File: src/shared/adcd_pkg.sv
// Purpose: constants and types for the chained converter readout core
// Assumes: core clock of 100 MHz, all pins asynchronous to it
// Notes: serial clock and convert start are sampled, never used as clocks
//
// Overview of operation
// - The last chained converter shows conversion-complete busy on its data out for the host.
// - The result sits in a shift register, read out with convert start low, one bit per fall.
// - Each serial clock fall during acquisition with convert start low loads the chain input from the previous converter into the shifter.
// - Each result is an 18-bit code from all zeros to all ones.
// - A convert start rise ends acquisition and starts a conversion that ends only once its time has run out and a result is waiting.
// - When conversion ends the busy indication goes onto data out and acquisition resumes.
// - Each converter sends its result most significant bit first.
package adcd_pkg;

  // ----------------------------------------------------------------
  // widths and codes
  // ----------------------------------------------------------------
  localparam int DATA_W = 18;
  localparam int CHAIN_W = DATA_W + 1; // busy bit plus result
  localparam logic [DATA_W-1:0] CODE_MIN = 18'h00000;
  localparam logic [DATA_W-1:0] CODE_MAX = 18'h3ffff;
  localparam int FIFO_DEPTH = 32;
  localparam int READ_FALLS_PER_DEV = 18;

  // ----------------------------------------------------------------
  // levels and reset values
  // ----------------------------------------------------------------
  localparam logic BUSY_DONE_LVL = 1'b0; // falling level raises host interrupt
  localparam logic BUSY_ACTIVE_LVL = 1'b1; // driven while converting
  localparam logic [CHAIN_W-1:0] SR_RST = 19'h7ffff;
  localparam logic [2:0] SYNC3_RST = 3'h0;
  localparam logic [1:0] SYNC2_RST = 2'h0;

  // ----------------------------------------------------------------
  // timing
  // ----------------------------------------------------------------
  localparam int CLK_PERIOD_NS = 10;
  localparam int HOST_WAIT_NS = 50; // host side only
  localparam int CONV_TIME_NS = 2000;
  localparam int CNT_W = 8;
  localparam logic [CNT_W-1:0] CONV_CYCLES =
    CNT_W'((CONV_TIME_NS + CLK_PERIOD_NS - 1) / CLK_PERIOD_NS);
  localparam logic [CNT_W-1:0] CNT_RST = 8'h00;

  // ----------------------------------------------------------------
  // state types
  // ----------------------------------------------------------------
  typedef enum logic [0:0] {
    ST_ACQ = 1'b0,
    ST_CONV = 1'b1
  } adcd_state_t;

  typedef struct packed {
    adcd_state_t st;
    logic [2:0] cnv_sync;
    logic [2:0] sclk_sync;
    logic [1:0] din_sync;
    logic [CNT_W-1:0] cnt;
    logic [CHAIN_W-1:0] sr;
    logic dout;
    logic dout_oe;
  } adcd_core_t;

  typedef struct packed {
    logic valid;
    logic [DATA_W-1:0] data;
  } adcd_sample_t;

endpackage : adcd_pkg

File: src/adcd_fifo.sv
// Purpose: sample buffer between the conversion source and the shifter
// Assumes: single clock, synchronous active-low reset
// Notes: read data come from a register; capacity is DEPTH plus the output stage
module adcd_fifo #(
  parameter int WIDTH = 18,
  parameter int DEPTH = 32
) (
  // clock and reset
  input wire logic clk,
  input wire logic rst_n,
  // fill side
  input wire logic in_valid,
  input wire logic [WIDTH-1:0] in_data,
  output logic in_ready,
  // drain side
  output logic out_valid,
  output logic [WIDTH-1:0] out_data,
  input wire logic out_ready
);
  localparam int AW = $clog2(DEPTH);
  localparam logic [AW:0] FULL_CNT = (AW+1)'(DEPTH);

  typedef struct packed {
    logic [AW-1:0] wr_ptr;
    logic [AW-1:0] rd_ptr;
    logic [AW:0] cnt;
    logic in_ready;
    logic out_valid;
    logic [WIDTH-1:0] out_data;
  } adcd_fifo_t;

  logic [WIDTH-1:0] mem [DEPTH];
  adcd_fifo_t s_q;
  adcd_fifo_t s_d;
  logic push;
  logic pop;
  logic load;

  // ----------------------------------------------------------------
  // next state
  // ----------------------------------------------------------------
  always_comb begin
    s_d = s_q;
    push = in_valid & s_q.in_ready;
    pop = s_q.out_valid & out_ready;
    load = (~s_q.out_valid | pop) & (s_q.cnt != '0);
    if (push) begin
      s_d.wr_ptr = AW'(s_q.wr_ptr + 1'b1);
    end
    if (load) begin
      s_d.rd_ptr = AW'(s_q.rd_ptr + 1'b1);
      s_d.out_data = mem[s_q.rd_ptr];
    end
    s_d.out_valid = load | (s_q.out_valid & ~pop);
    s_d.cnt = (AW+1)'(s_q.cnt + {{AW{1'b0}}, push} - {{AW{1'b0}}, load});
    s_d.in_ready = (s_d.cnt != FULL_CNT); // honest back-pressure
  end

  // state register
  always_ff @(posedge clk) begin
    if (!rst_n) begin
      s_q <= '0;
    end else begin
      s_q <= s_d;
    end
  end

  // storage write
  always_ff @(posedge clk) begin
    if (push) begin
      mem[s_q.wr_ptr] <= in_data;
    end
  end

  assign in_ready = s_q.in_ready;
  assign out_valid = s_q.out_valid;
  assign out_data = s_q.out_data;

endmodule : adcd_fifo

File: src/adcd_core.sv
// Purpose: daisy-chain readout with busy indicator for one 18-bit converter
// Assumes: pins are asynchronous and pass two flip-flops before use
// Notes: serial clock falls are found by sampling at the core clock
module adcd_core (
  // clock and reset
  input wire logic CORE_CLK,
  input wire logic RST_N,
  // conversion results from the converter array
  input wire logic SAMPLE_VALID,
  input wire logic [adcd_pkg::DATA_W-1:0] SAMPLE_DATA,
  output logic SAMPLE_READY,
  // serial pins
  input wire logic CONVERT_START,
  input wire logic SCLK,
  input wire logic DIN,
  output logic DOUT,
  output logic DOUT_OE
);
  adcd_pkg::adcd_core_t s_q;
  adcd_pkg::adcd_core_t s_d;
  adcd_pkg::adcd_sample_t smp;
  logic smp_ready;
  logic cnv_rise;
  logic cnv_low;
  logic sclk_fall;

  // ----------------------------------------------------------------
  // sample buffer
  // ----------------------------------------------------------------
  adcd_fifo #(
    .WIDTH(adcd_pkg::DATA_W),
    .DEPTH(adcd_pkg::FIFO_DEPTH)
  ) u_adcd_fifo (
    .clk(CORE_CLK),
    .rst_n(RST_N),
    .in_valid(SAMPLE_VALID),
    .in_data(SAMPLE_DATA),
    .in_ready(SAMPLE_READY),
    .out_valid(smp.valid),
    .out_data(smp.data),
    .out_ready(smp_ready)
  );

  // ----------------------------------------------------------------
  // pin edge detection, second and third stages only
  // ----------------------------------------------------------------
  assign cnv_rise = s_q.cnv_sync[1] & ~s_q.cnv_sync[2];
  assign cnv_low = ~s_q.cnv_sync[1];
  assign sclk_fall = ~s_q.sclk_sync[1] & s_q.sclk_sync[2];
  // result taken only when the conversion time has run out
  assign smp_ready = (s_q.st == adcd_pkg::ST_CONV) && (s_q.cnt == adcd_pkg::CNT_RST);

  // ----------------------------------------------------------------
  // next state
  // ----------------------------------------------------------------
  always_comb begin
    s_d = s_q;
    s_d.cnv_sync = {s_q.cnv_sync[1:0], CONVERT_START};
    s_d.sclk_sync = {s_q.sclk_sync[1:0], SCLK};
    s_d.din_sync = {s_q.din_sync[0], DIN};
    s_d.dout_oe = 1'b1; // chain output always driven
    case (s_q.st)
      adcd_pkg::ST_ACQ: begin
        if (cnv_rise) begin
          s_d.st = adcd_pkg::ST_CONV;
          s_d.cnt = adcd_pkg::CONV_CYCLES;
          s_d.sr = adcd_pkg::SR_RST;
        end else if (cnv_low && sclk_fall) begin
          s_d.sr = {s_q.sr[adcd_pkg::CHAIN_W-2:0], s_q.din_sync[1]};
        end
      end
      adcd_pkg::ST_CONV: begin
        // convert start is ignored until the conversion completes
        if (s_q.cnt != adcd_pkg::CNT_RST) begin
          s_d.cnt = adcd_pkg::CNT_W'(s_q.cnt - 1'b1);
        end else if (smp.valid) begin
          s_d.st = adcd_pkg::ST_ACQ;
          s_d.sr = {adcd_pkg::BUSY_DONE_LVL, smp.data}; // msb next after busy
        end
      end
      default: begin
        s_d.st = adcd_pkg::ST_ACQ;
      end
    endcase
    // busy level while converting, else the shifter head
    s_d.dout = (s_d.st == adcd_pkg::ST_CONV) ? adcd_pkg::BUSY_ACTIVE_LVL
                                             : s_d.sr[adcd_pkg::CHAIN_W-1];
  end

  // state register
  always_ff @(posedge CORE_CLK) begin
    if (!RST_N) begin
      s_q.st <= adcd_pkg::ST_ACQ;
      s_q.cnv_sync <= adcd_pkg::SYNC3_RST;
      s_q.sclk_sync <= adcd_pkg::SYNC3_RST;
      s_q.din_sync <= adcd_pkg::SYNC2_RST;
      s_q.cnt <= adcd_pkg::CNT_RST;
      s_q.sr <= adcd_pkg::SR_RST;
      s_q.dout <= adcd_pkg::BUSY_ACTIVE_LVL;
      s_q.dout_oe <= 1'b0;
    end else begin
      s_q <= s_d;
    end
  end

  assign DOUT = s_q.dout;
  assign DOUT_OE = s_q.dout_oe;

  // ----------------------------------------------------------------
  // checks
  // ----------------------------------------------------------------
  a_busy_on_done: assert property (@(posedge CORE_CLK) disable iff (!RST_N)
    (s_q.st == adcd_pkg::ST_CONV) && smp_ready && smp.valid
    |=> (DOUT == adcd_pkg::BUSY_DONE_LVL) && DOUT_OE)
    else $error("busy indication missing after conversion");

  a_shift_on_fall: assert property (@(posedge CORE_CLK) disable iff (!RST_N)
    (s_q.st == adcd_pkg::ST_ACQ) && cnv_low && sclk_fall && !cnv_rise
    |=> DOUT == $past(s_q.sr[adcd_pkg::CHAIN_W-2]))
    else $error("data out did not advance on serial clock fall");

  a_chain_in_load: assert property (@(posedge CORE_CLK) disable iff (!RST_N)
    (s_q.st == adcd_pkg::ST_ACQ) && cnv_low && sclk_fall && !cnv_rise
    |=> s_q.sr[0] == $past(s_q.din_sync[1]))
    else $error("chain input not loaded into shifter");

  a_hold_no_fall: assert property (@(posedge CORE_CLK) disable iff (!RST_N)
    (s_q.st == adcd_pkg::ST_ACQ) && !sclk_fall && !cnv_rise |=> $stable(s_q.sr))
    else $error("shifter moved without a serial clock fall");

  a_conv_start: assert property (@(posedge CORE_CLK) disable iff (!RST_N)
    (s_q.st == adcd_pkg::ST_ACQ) && cnv_rise
    |=> (s_q.st == adcd_pkg::ST_CONV) && (s_q.cnt == adcd_pkg::CONV_CYCLES) && DOUT)
    else $error("conversion did not start on convert start rise");

  a_conv_runs: assert property (@(posedge CORE_CLK) disable iff (!RST_N)
    (s_q.st == adcd_pkg::ST_CONV) && (s_q.cnt != adcd_pkg::CNT_RST)
    |=> (s_q.st == adcd_pkg::ST_CONV) && (s_q.cnt == $past(s_q.cnt) - 8'h01))
    else $error("conversion interrupted before completion");

  a_return_acq: assert property (@(posedge CORE_CLK) disable iff (!RST_N)
    smp_ready && smp.valid |=> s_q.st == adcd_pkg::ST_ACQ)
    else $error("no return to acquisition after conversion");

  a_msb_first: assert property (@(posedge CORE_CLK) disable iff (!RST_N)
    smp_ready && smp.valid
    |=> s_q.sr[adcd_pkg::DATA_W-1:0] == $past(smp.data)
        && s_q.sr[adcd_pkg::DATA_W-1] == $past(smp.data[adcd_pkg::DATA_W-1]))
    else $error("result not loaded msb first");

  // ----------------------------------------------------------------
  // checks on reset and pin levels
  // ----------------------------------------------------------------
  // outputs sit at their reset levels while reset is held
  a_reset_levels: assert property (@(posedge CORE_CLK)
    !RST_N
    |=> !DOUT_OE && (DOUT == adcd_pkg::BUSY_ACTIVE_LVL) && !SAMPLE_READY)
    else $error("outputs not at reset levels");

  // once out of reset the chain output is never released
  a_oe_driven: assert property (@(posedge CORE_CLK) disable iff (!RST_N)
    $past(RST_N)
    |-> DOUT_OE)
    else $error("chain output released outside reset");

  a_busy_in_conv: assert property (@(posedge CORE_CLK) disable iff (!RST_N)
    s_q.st == adcd_pkg::ST_CONV
    |-> (DOUT == adcd_pkg::BUSY_ACTIVE_LVL) && DOUT_OE)
    else $error("busy level missing while converting");

  a_dout_steady: assert property (@(posedge CORE_CLK) disable iff (!RST_N)
    (s_q.st == adcd_pkg::ST_ACQ) && !sclk_fall && !cnv_rise
    |=> $stable(DOUT))
    else $error("data out changed without a serial clock fall");

  a_hold_start_high: assert property (@(posedge CORE_CLK) disable iff (!RST_N)
    (s_q.st == adcd_pkg::ST_ACQ) && !cnv_low && !cnv_rise
    |=> $stable(s_q.sr))
    else $error("shifter moved while convert start was high");

  // ----------------------------------------------------------------
  // checks on conversion timing
  // ----------------------------------------------------------------
  // the delay below equals CONV_CYCLES; keep the two in step
  a_conv_length: assert property (@(posedge CORE_CLK) disable iff (!RST_N)
    (s_q.st == adcd_pkg::ST_ACQ) && cnv_rise
    |=> ##200 (s_q.st == adcd_pkg::ST_CONV) && (s_q.cnt == adcd_pkg::CNT_RST))
    else $error("conversion time not as configured");

  // a second rise while busy must not reload the counter
  a_start_ignored: assert property (@(posedge CORE_CLK) disable iff (!RST_N)
    (s_q.st == adcd_pkg::ST_CONV) && (s_q.cnt != adcd_pkg::CNT_RST) && cnv_rise
    |=> (s_q.st == adcd_pkg::ST_CONV) && (s_q.cnt != adcd_pkg::CONV_CYCLES))
    else $error("convert start rise restarted a running conversion");

  a_start_fills: assert property (@(posedge CORE_CLK) disable iff (!RST_N)
    (s_q.st == adcd_pkg::ST_ACQ) && cnv_rise
    |=> s_q.sr == adcd_pkg::SR_RST)
    else $error("shifter not preset at conversion start");

  a_acq_count_idle: assert property (@(posedge CORE_CLK) disable iff (!RST_N)
    s_q.st == adcd_pkg::ST_ACQ
    |-> s_q.cnt == adcd_pkg::CNT_RST)
    else $error("conversion counter running during acquisition");

  a_conv_frozen: assert property (@(posedge CORE_CLK) disable iff (!RST_N)
    (s_q.st == adcd_pkg::ST_CONV) && !(smp_ready && smp.valid)
    |=> $stable(s_q.sr))
    else $error("shifter moved during conversion");

  // with no result waiting the busy level holds, never a stale code
  a_stall_empty: assert property (@(posedge CORE_CLK) disable iff (!RST_N)
    smp_ready && !smp.valid
    |=> (s_q.st == adcd_pkg::ST_CONV) && (DOUT == adcd_pkg::BUSY_ACTIVE_LVL))
    else $error("conversion ended without a result");

  a_one_pop: assert property (@(posedge CORE_CLK) disable iff (!RST_N)
    smp_ready && smp.valid
    |=> !smp_ready)
    else $error("more than one result taken per conversion");

endmodule : adcd_core

File: config.mk
export PLATFORM = sky130hd
export DESIGN_NAME = adcd_core
export DESIGN_NICKNAME = d
export VERILOG_FILES = /design/src/shared/adcd_pkg.sv /design/src/adcd_fifo.sv /design/src/adcd_core.sv
export SDC_FILE = /design/constraint.sdc
export NUM_CORES = 1
export LEC_CHECK = 0
export BUFFER_PORTS_ARGS = -buffer_cell sky130_fd_sc_hd__buf_2
export CORE_MARGIN = 3
export CORE_UTILIZATION = 55
export CTS_CLUSTER_SIZE = 28
export DETAILED_ROUTE_END_ITERATION = 7
export PLACE_DENSITY = 0.68
export SETUP_SLACK_MARGIN = 0.02
export SLEW_MARGIN = 30
export SYNTH_ARGS = -nofsm -noshare
export SYNTH_HDL_FRONTEND = slang
export SYNTH_SLANG_ARGS = --single-unit
File: constraint.sdc
create_clock -name CORE_CLK -period 6.9 [get_ports CORE_CLK]
set_clock_uncertainty 0.2 [all_clocks]
set_input_delay 0.69 -clock CORE_CLK [delete_from_list [all_inputs] [get_ports CORE_CLK]]
set_output_delay 0.69 -clock CORE_CLK [all_outputs]
set_load 0.005 [all_outputs]
==> metrics.txt <==
status=finished clean; starting density of the core=56.1%; Worst EP arrival=3.87 ns; Hold Startpoint=CONVERT_START; initial antenna violation count=3; grt ovf=0; CTS clk-pin slew, worst paths=0.06 ns; Worst-Skew Late Latency=0.58 ns; 1st-pass router iterations=5; DRC Markers=0; Avg Cell Area, Syn=18.9 sq um; vias per cell=6.33; RePlAce Congestion=0.812; synthesis-to-layout area growth=12.1%; max-cap violations=0; Max Slew Vio Count=0; Tmin final=3.62 ns; Synth Cell Area=0.0250 sq mm; Die Y=219 um; Final #Nets=1420; area of the multi-input gates=0.00594 sq mm; Post-Syn Nets=1360; Setup Buffers After CTS=0; hold path depth=2; Core ar.=0.0446 sq mm; fillcell total=3063; Mapped Cells=1321; Netlist cell types=57; die width=219 um; # port buffers=26; IO Pins=27; top-area cell type share of the netlist area=69.1%; max incr delay on CP=0.51 ns; Post-Synth Adder-Cell Area=0.780%; DRT iter0 DRCs=1447; CTS max path bufs=3; Synth Area in XOR/XNOR=0.595%; hpwl dp=31400 um; Async SR Flop Fraction=0%; critical path's slowest cell=or4bb_4; leakage=8.94 nW; multiplexer share of the synthesized area=13.4%; Rows=77; Reg2Reg Setup Slack=3.28 ns; Yosys reg bits=650; Antenna Nets Post-Route=0; drt wl/cell=27.8 um; Top delay family on crit path=adder cells; Post-synth EDFFs=576; unrepaired setup endpoints after global routing=no; routed via count=12.8k; Stages on worst setup path=16; CTS sink count=650; main combinational cell family by area after synthesis=multiplexers; synth cell count leaders=edfxtp_1, mux4_2, mux2i_1; area leader, netlist=edfxtp_1; first-pass GRT wire length=83500 um; CTS tree=built; Seq. cell area=0.0188 sq mm; CTS Hold Bufs=0; power per cell area=346 mW/mm^2; Worst Setup End Kind=flip-flop; share of cells above drive strength 1=21.3%; CTS buffer count=67; Setup crit start kind=flip-flop; Crit Path Category=reg2reg; Root Buffer=clkbuf_16; RR Startpoint=s_q[21]; top-count cell post-synth=edfxtp_1; final cycle utilization of the critical path=52.4%; largest net degree at the start of global routing=78; Worst VDD drop=0.252 mV; Compound-Gate Fraction of Synth Area=5.25%; final std cells w/o fill=2024; top cells by area, synth=edfxtp_1, mux4_2, dfxtp_1; max_slew headroom=38.6%; Resize count post-CTS=0; Antenna Cells=0; final setup TNS=0 ns; Critical Path RT=7.15 ns; Worst Hold End=s_d[35]; Min-Delay Path Class=in2reg; Hold Violations, Final=0; Synth Area in Simple Gates=3.20%; WP buf/inv=5; H-tree Lvls=3; Reg2Reg Depth=16; # setup viols final=0; most used cell, CP=inv_1; drt total wl=56200 um; crit path max fanout=7; Yosys warning count=0; worst slew pin tran=0.921 ns; die area=0.0481 sq mm; crit path cell chain=inv_1, ha_1, or4bb_4, o21ai_4, nand2_4, inv_1, ha_1, inv_1, ha_1, inv_1, fa_1, inv_1, a21oi_1, o21bai_1, xor2_1, o31a_1; worst r2r dst=u_adcd_fifo.in_ready; # placed instances=1904; fmax=0.276 GHz; vias in the first global route=12.8k; sequential-to-total area share from yosys stat=75.0%; All-Layer GR Usage=24.1%; ys flop type=edfxtp_1
metrics by stage:
step           total power [mW]  worst slack, ns  cell area (sq um)  utilization, %  hold slack, ns
6_report                   9.70             3.28              28100            62.9           0.133
5_1_grt                    10.1             3.08              28100            62.9           0.118
4_1_cts                    9.77             3.28              28100            62.9           0.107
3_5_place_dp               6.31             3.31              26000            58.2           0.232
3_3_place_gp               6.28             3.40              25900            58.1           0.229
2_1_floorplan              5.85             3.61              25000               -           0.212
worst register-to-register path: cells and delay by family (launching register included):
kind	cells	cell delay, ns
buffers and inverters	5	0.35
AO/OA/AOI/OAI	4	0.82
XOR/XNOR	1	0.11
flip-flops	1	0.35
adder cells (fa/ha/maj)	4	1.02
AND/OR/NAND/NOR	2	0.64
flip-flops by register name (all words and copies together) (netlist names):
signal,count
u_adcd_fifo.mem,576
s_q,31
u_adcd_fifo.out_data,18
u_adcd_fifo.s_q,16
s_d,5
DOUT,1
DOUT_OE,1
u_adcd_fifo.in_ready,1
u_adcd_fifo.out_valid,1
final cells by class:
type | instances | share of cell area, %
Clock inverter | 26 | 0.784
Clock buffer | 94 | 6.71
Inverter | 20 | 0.267
Sequential cell | 650 | 66.9
Timing Repair Buffer | 64 | 1.52
Multi-Input combinational cell | 578 | 21.1
Tap cell | 592 | 2.64
per-layer routing:
layer  wire length, um  GRT usage, %  vias up
met2             26100          36.1      536
met3              4880          4.80       82
met5                13             0        -
met1             23900          36.1     6713
li1                  -             -     5487
met4              1400          7.78        2
where the power goes:
part | switching, mW | total, mW | internal, mW
registers | 0.189 | 4.58 | 4.39
logic | 0.859 | 1.65 | 0.786
clock network | 1.42 | 3.47 | 2.05
layout by cell type (no fill, tap or decap), types with 8 or more instances in the layout:
master / n
a21oi_1: 43
a22oi_1: 18
a32o_1: 18
and2_1: 14
buf_2: 26
buf_4: 37
clkbuf_1: 21
clkbuf_16: 71
clkinv_1: 13
clkinv_2: 10
dfxtp_1: 71
edfxtp_1: 576
ha_1: 14
inv_1: 18
mux2i_1: 89
mux4_2: 109
nand2_1: 53
nand3_1: 9
nor2_1: 29
nor2_2: 16
nor2_4: 8
o211ai_1: 19
o21ai_0: 18
o221ai_1: 36
o22ai_1: 18
xor2_1: 10
kinds of logic after synthesis:
logic type	count (synthesis)
compound gates	183
xor+xnor	17
flops	650
simple gates	164
buf+inv	93
fa+ha+maj	15
mux	199
worst max-delay path by stage:
stage	start	endpoint	slack, ns
finish	s_q[21]	u_adcd_fifo.in_ready	3.28
global route	s_q[21]	u_adcd_fifo.in_ready	3.08
floorplan	SAMPLE_VALID	u_adcd_fifo.mem[23][0]	3.61
global placement	u_adcd_fifo.s_q[26]	u_adcd_fifo.out_data[1]	3.40
detailed placement	s_q[21]	u_adcd_fifo.in_ready	3.31
CTS	s_q[21]	u_adcd_fifo.in_ready	3.28
No activity file was read; power rests on OpenSTA's default activity.
